**src/ffm_pkg.sv**
```systemverilog
package ffm_pkg;
  localparam int CLK_NS        = 40;
  localparam int FILT_NS       = 125000;
  localparam int FILT_CYC      = (FILT_NS + CLK_NS - 1) / CLK_NS;
  localparam int FILT_PERIODS  = 2;
  localparam int BROWNOUT_MS   = 40;
  localparam int NS_PER_MS     = 1000000;
  localparam int BROWNOUT_CYC  = BROWNOUT_MS * NS_PER_MS / CLK_NS;
  localparam int TEST_MV       = 400;
  localparam int OVP_MV_STD    = 17500;
  localparam int OVP_MV_LOW    = 14850;
  localparam int FCNT_W        = 20;
  localparam int DCNT_W        = 26;
  localparam int OLT_FR        = 10;
  localparam int N_FILT        = 6;
  localparam int N_FAULT       = 12;
  localparam logic [3:0] CODE_MAX = 4'h8;

  typedef enum logic [1:0] {FFM_VAR_FULL, FFM_VAR_CC, FFM_VAR_LOWTH} ffm_variant_t;

  // fault vector bit positions
  localparam int F_VDD_OV  = 0;
  localparam int F_VDD_UV  = 1;
  localparam int F_BROWN   = 2;
  localparam int F_TEMP    = 3;
  localparam int F_SD      = 4;
  localparam int F_OUT_OV  = 5;
  localparam int F_OLT     = 6;
  localparam int F_AUX_VOLTAGE_SENSE_PIN  = 7;
  localparam int F_CS      = 8;
  localparam int F_DRV     = 9;
  localparam int F_INT     = 10;
  localparam int F_XCAP    = 11;
  localparam logic [N_FAULT-1:0] LATCH_MASK_FULL = 12'h7B9;
  localparam logic [N_FAULT-1:0] LATCH_MASK_CC   = 12'h780;
  localparam logic [N_FAULT-1:0] LATCH_MASK_LOW  = 12'h000;
  localparam logic [N_FAULT-1:0] SHORT_MASK      = 12'h804;

  localparam logic [0:8][7:0]  TRIP_PCT  = {8'hA0, 8'hA0, 8'hA0, 8'h87, 8'h87, 8'h87,
                                            8'h6E, 8'h6E, 8'h6E};
  localparam logic [0:8][15:0] TC_MS     = {16'h03E8, 16'h01F4, 16'h0096, 16'h03E8,
                                            16'h01F4, 16'h0096, 16'h03E8, 16'h01F4,
                                            16'h0096};
  localparam logic [0:8][3:0]  OLT_SHIFT = {4'hA, 4'h9, 4'h7, 4'hA, 4'h9, 4'h7,
                                            4'hA, 4'h9, 4'h7};
  localparam logic [0:8][7:0]  CC_PCT    = {8'h64, 8'h5A, 8'h50, 8'h4B, 8'h46, 8'h41,
                                            8'h3C, 8'h37, 8'h32};
  localparam logic [7:0]       CC_FULL   = 8'h64;

  localparam logic [7:0]  OFS_CTRL    = 8'h00;
  localparam logic [7:0]  OFS_STATUS  = 8'h04;
  localparam logic [7:0]  OFS_FAULT   = 8'h08;
  localparam logic [7:0]  OFS_SETTING = 8'h0C;
  localparam logic [7:0]  OFS_OLT     = 8'h10;
  localparam logic [0:0]  CTRL_RESET  = 1'h1;
  localparam logic [1:0]  RESP_OKAY   = 2'h0;
  localparam logic [1:0]  RESP_SLVERR = 2'h2;
endpackage

```
**src/ffm_fault_manager.sv**
```systemverilog
// Decided for this implementation: the register addresses and the AXI4-Lite slave port.
module ffm_fault_manager
  import ffm_pkg::*;
#(
  parameter int BROWNOUT_CYCLES    = BROWNOUT_CYC,
  parameter int RESET_LONG_CYCLES  = 25000000,
  parameter int RESET_SHORT_CYCLES = 2500000
)
(
  input  wire logic         mclk,
  input  wire logic         rst_n,
  input  wire ffm_variant_t variant,
  input  wire logic         ac_present,
  input  wire logic [3:0]   prog_code,
  input  wire logic         prog_code_valid,
  input  wire logic         pwm_period_tick,
  input  wire logic         vdd_ov_raw,
  input  wire logic         vdd_uv_raw,
  input  wire logic         ac_brownout_raw,
  input  wire logic         over_temp_raw,
  input  wire logic         shutdown_input_pin,
  input  wire logic         output_ov_raw,
  input  wire logic         xcap_discharge_req,
  input  wire logic         aux_voltage_sense_pin_pin_fault,
  input  wire logic         cs_pin_fault,
  input  wire logic         gate_drive_short,
  input  wire logic         internal_fault,
  input  wire logic [15:0]  load_sq,
  input  wire logic         supply_at_reset,
  input  wire logic         supply_below_latch_lo,
  input  wire logic         supply_above_latch_hi,
  output logic              pwm_enable,
  output logic              cycle_terminate,
  output logic              test_voltage_en,
  output logic              low_power_mode,
  output logic              vdd_discharge_en,
  output logic              hv_source_en,
  output logic              supply_ovp_low_sel,
  output logic              fault_latched,
  output logic [7:0]        trip_level_pct,
  output logic [15:0]       timer_tc_ms,
  output logic [7:0]        cc_limit_pct,
  input  wire logic [7:0]   s_axi_awaddr,
  input  wire logic         s_axi_awvalid,
  output logic              s_axi_awready,
  input  wire logic [31:0]  s_axi_wdata,
  input  wire logic [3:0]   s_axi_wstrb,
  input  wire logic         s_axi_wvalid,
  output logic              s_axi_wready,
  output logic [1:0]        s_axi_bresp,
  output logic              s_axi_bvalid,
  input  wire logic         s_axi_bready,
  input  wire logic [7:0]   s_axi_araddr,
  input  wire logic         s_axi_arvalid,
  output logic              s_axi_arready,
  output logic [31:0]       s_axi_rdata,
  output logic [1:0]        s_axi_rresp,
  output logic              s_axi_rvalid,
  input  wire logic         s_axi_rready
);

  if (BROWNOUT_CYCLES < 1 || BROWNOUT_CYCLES >= (1 << FCNT_W)) begin : g_chk_brown
    $error("brownout count out of range");
  end
  if (RESET_LONG_CYCLES < 1 || RESET_LONG_CYCLES >= (1 << DCNT_W) ||
      RESET_SHORT_CYCLES < 1 || RESET_SHORT_CYCLES >= (1 << DCNT_W)) begin : g_chk_dly
    $error("restart delay count out of range");
  end

  typedef enum logic [2:0] {ST_IDLE, ST_PROG, ST_CHECK, ST_RUN, ST_DELAY, ST_DISCH,
                            ST_LATCH} ffm_state_t;

  ffm_state_t           st_reg,    st_next;
  logic [3:0]           code_reg,  code_next;
  logic [DCNT_W-1:0]    dcnt_reg,  dcnt_next;
  logic                 short_reg, short_next;
  logic                 hv_reg,    hv_next;
  logic                 latch_reg, latch_next;
  logic                 term_reg,  term_next;
  logic [7:0]           trip_reg,  trip_next;
  logic [15:0]          tc_reg,    tc_next;
  logic [7:0]           cc_reg,    cc_next;
  logic                 ovpl_reg,  ovpl_next;
  logic [N_FAULT-1:0]   cap;
  logic [N_FAULT-1:0]   fv;
  logic [N_FILT-1:0]    raw;
  logic [N_FAULT-1:0]   lmask;
  logic                 go_latch;
  logic                 go_short;
  logic                 run_en;
  logic [DCNT_W-1:0]    dlim;

  // filtered sources, shutdown pin is active low
  assign raw = {output_ov_raw, ~shutdown_input_pin, over_temp_raw, ac_brownout_raw,
                vdd_uv_raw, vdd_ov_raw};

  // persistence filters
  logic [FCNT_W-1:0] fc_reg [N_FILT];
  logic [FCNT_W-1:0] fc_next[N_FILT];
  logic [1:0]        fp_reg [N_FILT];
  logic [1:0]        fp_next[N_FILT];

  for (genvar i = 0; i < N_FILT; i++) begin : g_filt
    localparam logic [FCNT_W-1:0] LIM =
      (i == F_BROWN) ? FCNT_W'(BROWNOUT_CYCLES) : FCNT_W'(FILT_CYC);
    localparam bit NEED_P = (i != F_BROWN);
    always_comb
    begin
      fc_next[i] = fc_reg[i];
      fp_next[i] = fp_reg[i];
      if (!raw[i])
      begin
        fc_next[i] = '0;
        fp_next[i] = '0;
      end
      else
      begin
        if (fc_reg[i] != LIM)
          fc_next[i] = fc_reg[i] + 1'b1;
        if (pwm_period_tick && fp_reg[i] != 2'(FILT_PERIODS))
          fp_next[i] = fp_reg[i] + 1'b1;
      end
    end
    always_ff @(posedge mclk)
    begin
      if (!rst_n)
      begin
        fc_reg[i] <= '0;
        fp_reg[i] <= '0;
      end
      else
      begin
        fc_reg[i] <= fc_next[i];
        fp_reg[i] <= fp_next[i];
      end
    end
    assign fv[i] = raw[i] && (fc_reg[i] == LIM) &&
                   (!NEED_P || fp_reg[i] == 2'(FILT_PERIODS));
  end

  // overload timer: first-order tracking of load squared
  localparam int OLT_W = 16 + OLT_FR;
  logic [OLT_W-1:0]   olt_reg, olt_next;
  logic signed [OLT_W:0] olt_diff;
  logic signed [OLT_W:0] olt_sum;
  logic [15:0]        trip_sq;
  logic               olt_trip;

  always_comb
  begin
    olt_diff = $signed({1'b0, load_sq, {OLT_FR{1'b0}}}) - $signed({1'b0, olt_reg});
    olt_sum  = $signed({1'b0, olt_reg}) + (olt_diff >>> OLT_SHIFT[code_reg]);
    olt_next = olt_reg;
    if (variant == FFM_VAR_FULL && pwm_period_tick)
      olt_next = olt_sum[OLT_W-1:0];
  end

  always_ff @(posedge mclk)
  begin
    if (!rst_n)
      olt_reg <= '0;
    else
      olt_reg <= olt_next;
  end

  assign trip_sq  = 16'(trip_reg * trip_reg);
  assign olt_trip = (variant == FFM_VAR_FULL) && (st_reg == ST_RUN) &&
                    (olt_reg[OLT_W-1:OLT_FR] > trip_sq);

  // unfiltered overload, start-up, diagnostic and X-cap discharge faults
  assign fv[F_OLT]    = olt_trip;
  assign fv[F_AUX_VOLTAGE_SENSE_PIN] = aux_voltage_sense_pin_pin_fault && st_reg == ST_CHECK;
  assign fv[F_CS]     = cs_pin_fault && st_reg == ST_CHECK;
  assign fv[F_DRV]    = gate_drive_short && st_reg == ST_CHECK;
  assign fv[F_INT]    = internal_fault;
  assign fv[F_XCAP]   = xcap_discharge_req;

  always_comb
  begin
    if (variant == FFM_VAR_FULL)
      lmask = LATCH_MASK_FULL;
    else if (variant == FFM_VAR_CC)
      lmask = LATCH_MASK_CC;
    else
      lmask = LATCH_MASK_LOW;
  end

  assign go_latch = |(fv & lmask);
  assign go_short = |(fv & SHORT_MASK);
  assign dlim     = short_reg ? DCNT_W'(RESET_SHORT_CYCLES) : DCNT_W'(RESET_LONG_CYCLES);

  // main sequence
  always_comb
  begin
    st_next    = st_reg;
    code_next  = code_reg;
    dcnt_next  = dcnt_reg;
    short_next = short_reg;
    hv_next    = hv_reg;
    latch_next = latch_reg;
    term_next  = 1'b0;
    cap        = '0;
    case (st_reg)
      ST_IDLE:
      begin
        latch_next = 1'b0;
        hv_next    = 1'b0;
        if (ac_present && run_en)
          st_next = ST_PROG;
      end
      ST_PROG:
      begin
        if (prog_code_valid)
        begin
          code_next = (prog_code > CODE_MAX) ? 4'h0 : prog_code;
          st_next   = ST_CHECK;
        end
      end
      ST_CHECK, ST_RUN:
      begin
        if (|fv)
        begin
          cap       = fv;
          term_next = (st_reg == ST_RUN);
          dcnt_next = '0;
          if (go_latch)
          begin
            st_next    = ST_LATCH;
            latch_next = 1'b1;
          end
          else
          begin
            st_next    = ST_DELAY;
            short_next = go_short;
          end
        end
        else if (st_reg == ST_CHECK)
          st_next = ST_RUN;
        else if (!run_en)
          st_next = ST_IDLE;
      end
      ST_DELAY:
      begin
        dcnt_next = dcnt_reg + 1'b1;
        if (dcnt_reg == dlim - 1'b1)
        begin
          dcnt_next = '0;
          st_next   = ST_DISCH;
        end
      end
      ST_DISCH:
      begin
        if (supply_at_reset)
          st_next = ST_PROG;
      end
      ST_LATCH:
      begin
        if (supply_below_latch_lo)
          hv_next = 1'b1;
        else if (supply_above_latch_hi)
          hv_next = 1'b0;
        if (!ac_present)
        begin
          st_next    = ST_IDLE;
          latch_next = 1'b0;
          hv_next    = 1'b0;
        end
      end
      default:
        st_next = ST_IDLE;
    endcase
    if (variant == FFM_VAR_FULL)
    begin
      trip_next = TRIP_PCT[code_next];
      tc_next   = TC_MS[code_next];
      cc_next   = CC_FULL;
    end
    else
    begin
      trip_next = '0;
      tc_next   = '0;
      cc_next   = CC_PCT[code_next];
    end
    ovpl_next = (variant == FFM_VAR_LOWTH);
  end

  always_ff @(posedge mclk)
  begin
    if (!rst_n)
    begin
      st_reg    <= ST_IDLE;
      code_reg  <= '0;
      dcnt_reg  <= '0;
      short_reg <= 1'b0;
      hv_reg    <= 1'b0;
      latch_reg <= 1'b0;
      term_reg  <= 1'b0;
      trip_reg  <= '0;
      tc_reg    <= '0;
      cc_reg    <= '0;
      ovpl_reg  <= 1'b0;
    end
    else
    begin
      st_reg    <= st_next;
      code_reg  <= code_next;
      dcnt_reg  <= dcnt_next;
      short_reg <= short_next;
      hv_reg    <= hv_next;
      latch_reg <= latch_next;
      term_reg  <= term_next;
      trip_reg  <= trip_next;
      tc_reg    <= tc_next;
      cc_reg    <= cc_next;
      ovpl_reg  <= ovpl_next;
    end
  end

  // drive outputs, registered from the next state
  logic [5:0] pin_reg, pin_next;

  always_comb
  begin
    pin_next    = '0;
    pin_next[0] = (st_next == ST_RUN);
    pin_next[1] = (st_next == ST_PROG);
    pin_next[2] = (st_next == ST_DELAY) || (st_next == ST_DISCH) ||
                  (st_next == ST_LATCH);
    pin_next[3] = (st_next == ST_DISCH);
  end

  always_ff @(posedge mclk)
  begin
    if (!rst_n)
      pin_reg <= '0;
    else
      pin_reg <= pin_next;
  end

  assign pwm_enable         = pin_reg[0];
  assign test_voltage_en    = pin_reg[1];
  assign low_power_mode     = pin_reg[2];
  assign vdd_discharge_en   = pin_reg[3];
  assign hv_source_en       = hv_reg;
  assign cycle_terminate    = term_reg;
  assign fault_latched      = latch_reg;
  assign supply_ovp_low_sel = ovpl_reg;
  assign trip_level_pct     = trip_reg;
  assign timer_tc_ms        = tc_reg;
  assign cc_limit_pct       = cc_reg;

  // register bus slave
  logic               awh_reg, awh_next;
  logic               wh_reg,  wh_next;
  logic [7:0]         awa_reg, awa_next;
  logic [31:0]        wd_reg,  wd_next;
  logic [3:0]         ws_reg,  ws_next;
  logic               bv_reg,  bv_next;
  logic [1:0]         br_reg,  br_next;
  logic               rv_reg,  rv_next;
  logic [31:0]        rd_reg,  rd_next;
  logic [1:0]         rr_reg,  rr_next;
  logic [0:0]         ctrl_reg, ctrl_next;
  logic [N_FAULT-1:0] flt_reg, flt_next;
  logic [N_FAULT-1:0] clr;
  logic               wr_go;

  assign s_axi_awready = !awh_reg;
  assign s_axi_wready  = !wh_reg;
  assign s_axi_arready = !rv_reg;
  assign wr_go         = awh_reg && wh_reg && !bv_reg;
  assign run_en        = ctrl_reg[0];

  always_comb
  begin
    awh_next  = awh_reg;
    wh_next   = wh_reg;
    awa_next  = awa_reg;
    wd_next   = wd_reg;
    ws_next   = ws_reg;
    bv_next   = bv_reg && !s_axi_bready;
    br_next   = br_reg;
    rv_next   = rv_reg && !s_axi_rready;
    rd_next   = rd_reg;
    rr_next   = rr_reg;
    ctrl_next = ctrl_reg;
    clr       = '0;
    if (s_axi_awvalid && !awh_reg)
    begin
      awh_next = 1'b1;
      awa_next = s_axi_awaddr;
    end
    if (s_axi_wvalid && !wh_reg)
    begin
      wh_next = 1'b1;
      wd_next = s_axi_wdata;
      ws_next = s_axi_wstrb;
    end
    if (wr_go)
    begin
      awh_next = 1'b0;
      wh_next  = 1'b0;
      bv_next  = 1'b1;
      br_next  = RESP_OKAY;
      if (awa_reg == OFS_CTRL)
      begin
        if (ws_reg[0])
          ctrl_next = wd_reg[0:0];
      end
      else if (awa_reg == OFS_FAULT)
        clr = wd_reg[N_FAULT-1:0] & {{4{ws_reg[1]}}, {8{ws_reg[0]}}};
      else if (awa_reg == OFS_STATUS || awa_reg == OFS_SETTING || awa_reg == OFS_OLT)
        br_next = RESP_OKAY;
      else
        br_next = RESP_SLVERR;
    end
    if (s_axi_arvalid && !rv_reg)
    begin
      rv_next = 1'b1;
      rr_next = RESP_OKAY;
      if (s_axi_araddr == OFS_CTRL)
        rd_next = {31'h0, ctrl_reg};
      else if (s_axi_araddr == OFS_STATUS)
        rd_next = {25'h0, 3'(st_reg), pin_reg[3:0]} | {27'h0, latch_reg, 4'h0};
      else if (s_axi_araddr == OFS_FAULT)
        rd_next = {20'h0, flt_reg};
      else if (s_axi_araddr == OFS_SETTING)
        rd_next = {cc_reg, trip_reg, 12'h0, code_reg};
      else if (s_axi_araddr == OFS_OLT)
        rd_next = {16'h0, olt_reg[OLT_W-1:OLT_FR]};
      else
      begin
        rd_next = '0;
        rr_next = RESP_SLVERR;
      end
    end
    // a new fault wins over a clear in the same cycle
    flt_next = (flt_reg & ~clr) | cap;
  end

  always_ff @(posedge mclk)
  begin
    if (!rst_n)
    begin
      awh_reg  <= 1'b0;
      wh_reg   <= 1'b0;
      awa_reg  <= '0;
      wd_reg   <= '0;
      ws_reg   <= '0;
      bv_reg   <= 1'b0;
      br_reg   <= RESP_OKAY;
      rv_reg   <= 1'b0;
      rd_reg   <= '0;
      rr_reg   <= RESP_OKAY;
      ctrl_reg <= CTRL_RESET;
      flt_reg  <= '0;
    end
    else
    begin
      awh_reg  <= awh_next;
      wh_reg   <= wh_next;
      awa_reg  <= awa_next;
      wd_reg   <= wd_next;
      ws_reg   <= ws_next;
      bv_reg   <= bv_next;
      br_reg   <= br_next;
      rv_reg   <= rv_next;
      rd_reg   <= rd_next;
      rr_reg   <= rr_next;
      ctrl_reg <= ctrl_next;
      flt_reg  <= flt_next;
    end
  end

  assign s_axi_bvalid = bv_reg;
  assign s_axi_bresp  = br_reg;
  assign s_axi_rvalid = rv_reg;
  assign s_axi_rdata  = rd_reg;
  assign s_axi_rresp  = rr_reg;

endmodule // ffm_fault_manager

```
**config.mk**
```make
export PLATFORM = sky130hd
export DESIGN_NAME = ffm_fault_manager
export DESIGN_NICKNAME = d
export VERILOG_FILES = /design/src/ffm_pkg.sv /design/src/ffm_fault_manager.sv
export SDC_FILE = /design/constraint.sdc
export NUM_CORES = 1
export LEC_CHECK = 0
export BUFFER_PORTS_ARGS = -buffer_cell sky130_fd_sc_hd__buf_2
export CORE_ASPECT_RATIO = 1.25
export CORE_MARGIN = 2
export CORE_UTILIZATION = 40
export CTS_BUF_LIST = sky130_fd_sc_hd__clkbuf_8
export DETAILED_ROUTE_END_ITERATION = 8
export PLACE_DENSITY = 0.69
export SETUP_SLACK_MARGIN = 0.02
export SYNTH_ARGS = -nofsm -noshare
export SYNTH_HDL_FRONTEND = slang
export SYNTH_SLANG_ARGS = --single-unit
```
**constraint.sdc**
```tcl
create_clock -name mclk -period 7.5 [get_ports mclk]
set_input_delay 0 -clock mclk [delete_from_list [all_inputs] [get_ports mclk]]
set_output_delay 0 -clock mclk [all_outputs]
set_load 0.05 [all_outputs]
```
* Word level (Yosys, flattened, before mapping)
Memories as Yosys holds them, arrays and structs flattened. A register that Yosys moved wholly into a read port is not among the register bits. Cells that the tools add are included.
Word-level totals: word-level logic and storage cells 277, input port bits 98, output and inout port bits 81, memory bits (writable) 132, register bits 151, bits in read-only memories 576, memories 6
Operators by class: shifts and indexed selects 1, multipliers 1, muxes and demuxes 90, equality and inequality tests 49, magnitude comparators 4, $add $sub $neg 16, bitwise logic cells 23, reduce and logical (&&, ||, !) cells 63
Memory list:
- (name not given) | words 16, width 16, rd ports 1, clocked after Yosys merged registers in 1, wr ports 0, line ffm_fault_manager.sv:275 | tc_next = TC_MS[code_next];
- (name not given) | words 16, width 8, rd ports 1, clocked after Yosys merged registers in 0, wr ports 0, line ffm_fault_manager.sv:282 | cc_next = CC_PCT[code_next];
- (name not given) | words 16, width 8, rd ports 1, clocked after Yosys merged registers in 1, wr ports 0, line ffm_fault_manager.sv:274 | trip_next = TRIP_PCT[code_next];
- fc_reg | words 6, width 20, rd ports 6, clocked after Yosys merged registers in 0, wr ports 6, line ffm_fault_manager.sv:98 | logic [FCNT_W-1:0] fc_reg [N_FILT];
- (name not given) | words 16, width 4, rd ports 1, clocked after Yosys merged registers in 0, wr ports 0, line ffm_fault_manager.sv:152 | olt_sum = $signed({1'b0, olt_reg}) + (olt_diff >>> OLT_SHIFT[code_reg]);
- fp_reg | words 6, width 2, rd ports 6, clocked after Yosys merged registers in 0, wr ports 6, line ffm_fault_manager.sv:100 | logic [1:0] fp_reg [N_FILT];
Operator list (number):
- 20-bit 2-to-1 mux | 18
- 32-bit 2-to-1 mux | 4
- 20-bit by 1-bit adder with 20-bit output, second input constant | 6
- 20-bit by 12-bit equality test with 1-bit output, second input constant | 5
- 20-bit by 12-bit inequality test with 1-bit output, second input constant | 5
- 12-bit 2-to-1 mux | 5
- 2-bit 2-to-1 mux | 27
- 26-bit 2-to-1 mux | 2
- 26-bit one-hot mux with 2 select lines | 1
- 12-bit AND | 3
- 8-bit by 4-bit equality test with 1-bit output, second input constant | 4
- 1-bit logical AND | 31
- 27-bit by 4-bit >>> shifter with 26-bit output | 1
- 26-bit by 26-bit subtractor with 27-bit output | 1
- 26-bit by 1-bit adder with 26-bit output, second input constant | 1
- 26-bit adder | 1
- 26-bit equality test | 1
- 25-bit by 1-bit subtractor with 26-bit output, second input constant | 1
- 25-bit 2-to-1 mux | 1
- 3-bit 2-to-1 mux | 8
- 12-bit OR reduction | 2
- 11-bit 2-to-1 mux | 2
- 20-bit equality test, second input constant | 1
- 4-bit 2-to-1 mux | 5
- other kinds (39) | 111

* Depth between registers and ports, before layout
An unclocked memory read counts as a cell.
depth after elaboration 12, mapped depth 29, gate-level depth less buffers 26

* Worst setup path before layout
No wires, ideal clock.
path type reg-to-reg, from reg trip_reg[3], in the netlist trip_level_pct[3], to reg dcnt_reg[20], setup time 0.059 ns, path buffers 3, clock period less this slack 6.704 ns, slack 0.796 ns, arrival time 6.645 ns, cell stages (with the launch flop) 26, required time 7.441 ns, cells stage by stage dfxtp_1 clkbuf_1 clkbuf_1 nor2b_1 o21a_1 ha_1 fa_1 inv_1 fa_1 fa_1 inv_1 ha_1 o21ai_0 nand2b_1 a41oi_1 a21oi_1 mux2i_1 ha_1 nand4_1 or2_2 o311ai_1 o2111ai_4 a21o_1 buf_2 or4_1 nand2_1
Between the ends: word-level cells in the longest chain between the ends 6
RTL lines:
- start, declared | line ffm_fault_manager.sv:80 | logic [7:0] trip_reg, trip_next;
- 8-bit by 8-bit multiplier with 16-bit output | line ffm_fault_manager.sv:166 | assign trip_sq = 16'(trip_reg * trip_reg);
- 16-bit > comparator | line ffm_fault_manager.sv:168 | (olt_reg[OLT_W-1:OLT_FR] > trip_sq);
- 1-bit logical AND | line ffm_fault_manager.sv:167 | assign olt_trip = (variant == FFM_VAR_FULL) && (st_reg == ST_RUN) &&
- 12-bit OR reduction | line ffm_fault_manager.sv:221 | if (|fv)
- 2-bit inequality test (no line)
- 2-bit AND reduction (no line)
- end signal, assigned | line ffm_fault_manager.sv:307 | dcnt_reg <= dcnt_next;
- end, declared | line ffm_fault_manager.sv:75 | logic [DCNT_W-1:0] dcnt_reg, dcnt_next;
Every way passes these cells. A chain may end at the register's enable or synchronous reset.

* Worst setup path after layout
from reg trip_reg[0], in the netlist trip_level_pct[0], to reg pin_reg[1]
Between the ends: word-level cells in the longest chain between the ends 9, elaborated cells between the ends (all ways) 10, classes of those cells 1 x mul; 1 x order compare; 1 x eq/ne; 3 x mux; 1 x bitwise; 3 x reduce/logical
RTL lines:
- 8-bit by 8-bit multiplier with 16-bit output (*) | line ffm_fault_manager.sv:166
- 16-bit > comparator (*) | line ffm_fault_manager.sv:168
- 1-bit logical AND (*) | line ffm_fault_manager.sv:167
- 12-bit AND | line ffm_fault_manager.sv:188 | assign go_latch = |(fv & lmask);
- 12-bit OR reduction | line ffm_fault_manager.sv:188
- 2-bit 2-to-1 mux | line ffm_fault_manager.sv:226 | if (go_latch)
- 3-bit 2-to-1 mux (*) | line ffm_fault_manager.sv:221
- 3-bit one-hot mux with 6 select lines (*) | line ffm_fault_manager.sv:203 | case (st_reg)
- 3-bit by 1-bit equality test with 1-bit output (*) | line ffm_fault_manager.sv:326 | pin_next[1] = (st_next == ST_PROG);
- end signal, assigned | line ffm_fault_manager.sv:337 | pin_reg <= pin_next;
- end, declared | line ffm_fault_manager.sv:320 | logic [5:0] pin_reg, pin_next;
Every way passes the cells marked *; elsewhere a longest branch is shown, timed or not.

==> results.sh <==
export IMPL_status="finished, final reports clean"
export IMPL_pin_count=179
export IMPL_largest_reg_flops=120
export IMPL_hold_violations=0
export IMPL_synth_yosys_seq_area_share_pct=33.0
export IMPL_dp_hpwl_mm=34.3
export IMPL_period_needed_ps=6910
export IMPL_pwr_share_seq_pct=40.8
export IMPL_power_share_switching_pct=31.0
export IMPL_p_switching_w=0.00121
export IMPL_dr_first_iter_drc_count=904
export IMPL_setup_tns_ps=0
export IMPL_register_area_um2=5690
export IMPL_crit_path_max_fanout=11
export IMPL_dr_pass1_iters=5
export IMPL_cp_start_kind="flip-flop"
export IMPL_crit_type="reg -> reg"
export IMPL_synth_edf_count=0
export IMPL_grt_pass1_wl_mm=74.9
export IMPL_slew_viol_final=0
export IMPL_cts_tree="done"
export IMPL_via_per_inst=5.49
export IMPL_drc_errors=0
export IMPL_io_buffers=143
export IMPL_htreeDepth=2
export IMPL_finalSetupViolations=0
export IMPL_vias=16200
export IMPL_numCtsBuffers=48
export IMPL_ys_ff_latch=284
export IMPL_syn_mean_instance_area_um2=7.96
export IMPL_layout_drive_gt1_share_pct=11.8
export IMPL_antenna_left=0
export IMPL_insertion_delay_ps=630
export IMPL_clk_pin_slew_ps=60
export IMPL_grt_antenna_before_repair=3
export IMPL_min_period_over_period_pct=92.1
export IMPL_wirelength_mm=46.2
export IMPL_final_cells=2945
export IMPL_wl_per_cell_um=15.7
export IMPL_p_leak_nw=8.04
export IMPL_grt_max_degree=95
export IMPL_layout_nets=2559
export IMPL_nFillCells=4143
export IMPL_start_util_pct=40.2
export IMPL_p_per_area_nw_per_um2=196
export IMPL_internal_power_w=0.00270
export IMPL_end_kind="flip-flop"
export IMPL_final_common_cell="dfxtp_1"
export IMPL_relSlewSlack_pct=25.0
export IMPL_fmax_mhz=145
export IMPL_dp_cells=2793
export IMPL_crit_path_cell_trace="and2_1 -> maj3_1 -> and2_1 -> fa_1 -> inv_1 -> fa_1 -> fa_1 -> inv_1 -> ha_1 -> o21ai_0 -> nand2b_1 -> a41oi_1 -> a21oi_1 -> mux2i_1 -> ha_1 -> nand4_1 -> or2_2 -> o311ai_1 -> o2111ai_4 -> and2_1 -> a21o_1 -> nor2_1 -> dlygate4sd3_1"
export IMPL_multi_input_area_um2=10800
export IMPL_clock_path_buffers=3
export IMPL_cp_slowest_cell="fa_1"
export IMPL_track_usage_pct=20.1
export IMPL_synth_cells=2168
export IMPL_grt_overflow_total=0
export IMPL_fp_dieH_um=236
export IMPL_die_area_um2=44800
export IMPL_synthArstFlopShare_pct=0
export IMPL_crit_required_ps=8060
export IMPL_worstPathArrival_ps=7460
export IMPL_first_global_vias=15400
export IMPL_clock_power_share_pct=38.6
export IMPL_areaGrowthSynthToFinish_pct=16.1
export IMPL_clockRootBuffer="clkbuf_8"
export IMPL_rsz0062_at_grt="no"
export IMPL_max_cap_viol_count=0
export IMPL_crit_family="adder cells"
export IMPL_slowest_delay_ps=550
export IMPL_synth_warnings=0
export IMPL_share_comb_of_total_power_pct=20.7
export IMPL_peakVddDrop_uv=106
export IMPL_crit_buf_inv=3
export IMPL_skew_ps=39.5
export IMPL_synth_cell_types=82
export IMPL_coreArea_um2=42900
export IMPL_tightest_slew_ps=1120
export IMPL_globalplace_congestion=0.924
export IMPL_layout_cells_most_common_list="dfxtp_1, nor2_1, nand2_1"
export IMPL_synthFlopType="dfxtp_1"
export IMPL_chipWidth_um=190
export IMPL_cts_sinks=284
export IMPL_rows=85
export IMPL_syn_cell_area_um2=17300
export IMPL_hold_class="in -> reg"
power groups by stage:
stage / Clock (W) / Combinational [W] / Sequential [W]
5_1_grt: 0.00162 / 0.000891 / 0.00160
6_report: 0.00151 / 0.000810 / 0.00160
3_3_place_gp: 0 / 0.000753 / 0.00163
4_1_cts: 0.00155 / 0.000800 / 0.00159
3_5_place_dp: 0 / 0.000769 / 0.00163
2_1_floorplan: 0 / 0.000586 / 0.00163
synth_stat cells (8+ instances only):
master | number | area [um^2]
a211o_1 | 9 | 78.8
a211oi_1 | 23 | 173
a21o_1 | 30 | 225
a21oi_1 | 170 | 851
a221oi_1 | 8 | 70.1
a22oi_1 | 30 | 225
a31oi_1 | 15 | 93.8
and2_1 | 18 | 113
and3_1 | 40 | 250
buf_4 | 21 | 158
clkbuf_1 | 78 | 293
dfxtp_1 | 284 | 5690
fa_1 | 11 | 220
ha_1 | 107 | 1340
inv_1 | 92 | 345
mux2_2 | 9 | 101
mux2i_1 | 30 | 300
nand2_1 | 224 | 841
nand2b_1 | 14 | 87.6
nand3_1 | 87 | 435
nand4_1 | 35 | 219
nor2_1 | 276 | 1040
nor2b_1 | 29 | 181
nor3_1 | 50 | 250
nor3b_1 | 9 | 67.6
nor4_1 | 14 | 87.6
o211ai_1 | 9 | 67.6
o21a_1 | 11 | 82.6
o21ai_0 | 88 | 440
or2_2 | 13 | 81.3
or3_1 | 51 | 319
or4_1 | 13 | 97.6
xnor2_1 | 62 | 543
xor2_1 | 84 | 736
stage by stage:
| stage | setup WS [ps] | power [W] | hold slack, ps | area (um^2) | utilization (%) |
|---|---|---|---|---|---|
| floorplan | 796 | 0.00221 | 71.1 | 17300 | - |
| global placement | 825 | 0.00238 | 186 | 18300 | 42.7 |
| detailed placement | 705 | 0.00240 | 189 | 18300 | 42.7 |
| CTS | 382 | 0.00395 | 6.78 | 20000 | 46.7 |
| global route | 190 | 0.00412 | 73.5 | 20000 | 46.7 |
| finish | 592 | 0.00392 | 51.2 | 20000 | 46.7 |
worst min-delay path: cells and delay by family:
kind	cells	cell delay, ps
buffers and inverters	2	280
AOI/OAI and AO/OA	1	60
and+or+nand+nor	3	280
metal layers:
metal / part of all wire, % / GRT usage (%) / up-vias
li1: - / - / 7991
met1: 42 / 23.9 / 7650
met2: 49 / 35.9 / 440
met3: 5.7 / 3.45 / 89
met4: 3.0 / 8.01 / 4
met5: 0.054 / 0 / -
cell families (layout without fill, tap and decap cells):
family	after synthesis	in the layout	share of synthesized area, %
compound gates	458	458	16.7
mux	43	43	2.85
other cells	2	17	0.0435
flops	284	284	33.0
fa+ha+maj	119	119	9.10
simple gates	916	916	26.0
xor+xnor	146	146	7.41
buf+inv	200	397	4.87
final timing paths:
kind / start / to / slack [ps] / cells after the start
max: trip_level_pct[0]$_SDFF_PN0_ / pin_reg[1]$_SDFF_PN0_ / 590 / 23
min: s_axi_araddr[1] / s_axi_rresp[1]$_SDFFE_PN0P_ / 50 / 6
max reg2reg: trip_level_pct[0]$_SDFF_PN0_ / pin_reg[1]$_SDFF_PN0_ / 590 / 23
min reg2reg: wd_reg[5]$_SDFFE_PN0P_ / wd_reg[5]$_SDFFE_PN0P_ / 460 / 2
timing repair:
| action | CTS | global route |
|---|---|---|
| endpoints found under the hold margin | 78 | 0 |
| setup endpoints to repair | 0 | 1 |
| hold buffers | 65 | 0 |
| buffers inserted | 0 | 0 |
| resized for setup | 0 | 1 |
cell type report:
type | instances | share of cell area (%)
Inverter | 93 | 1.75
Tap cell | 565 | 3.53
Sequential cell | 284 | 28.4
Multi-Input combinational cell | 1698 | 53.8
Antenna cell | 1 | 0.0125
Clock inverter | 22 | 0.906
Timing Repair Buffer | 218 | 7.19
Clock buffer | 64 | 4.40
Power figures use the tool's default switching activity.
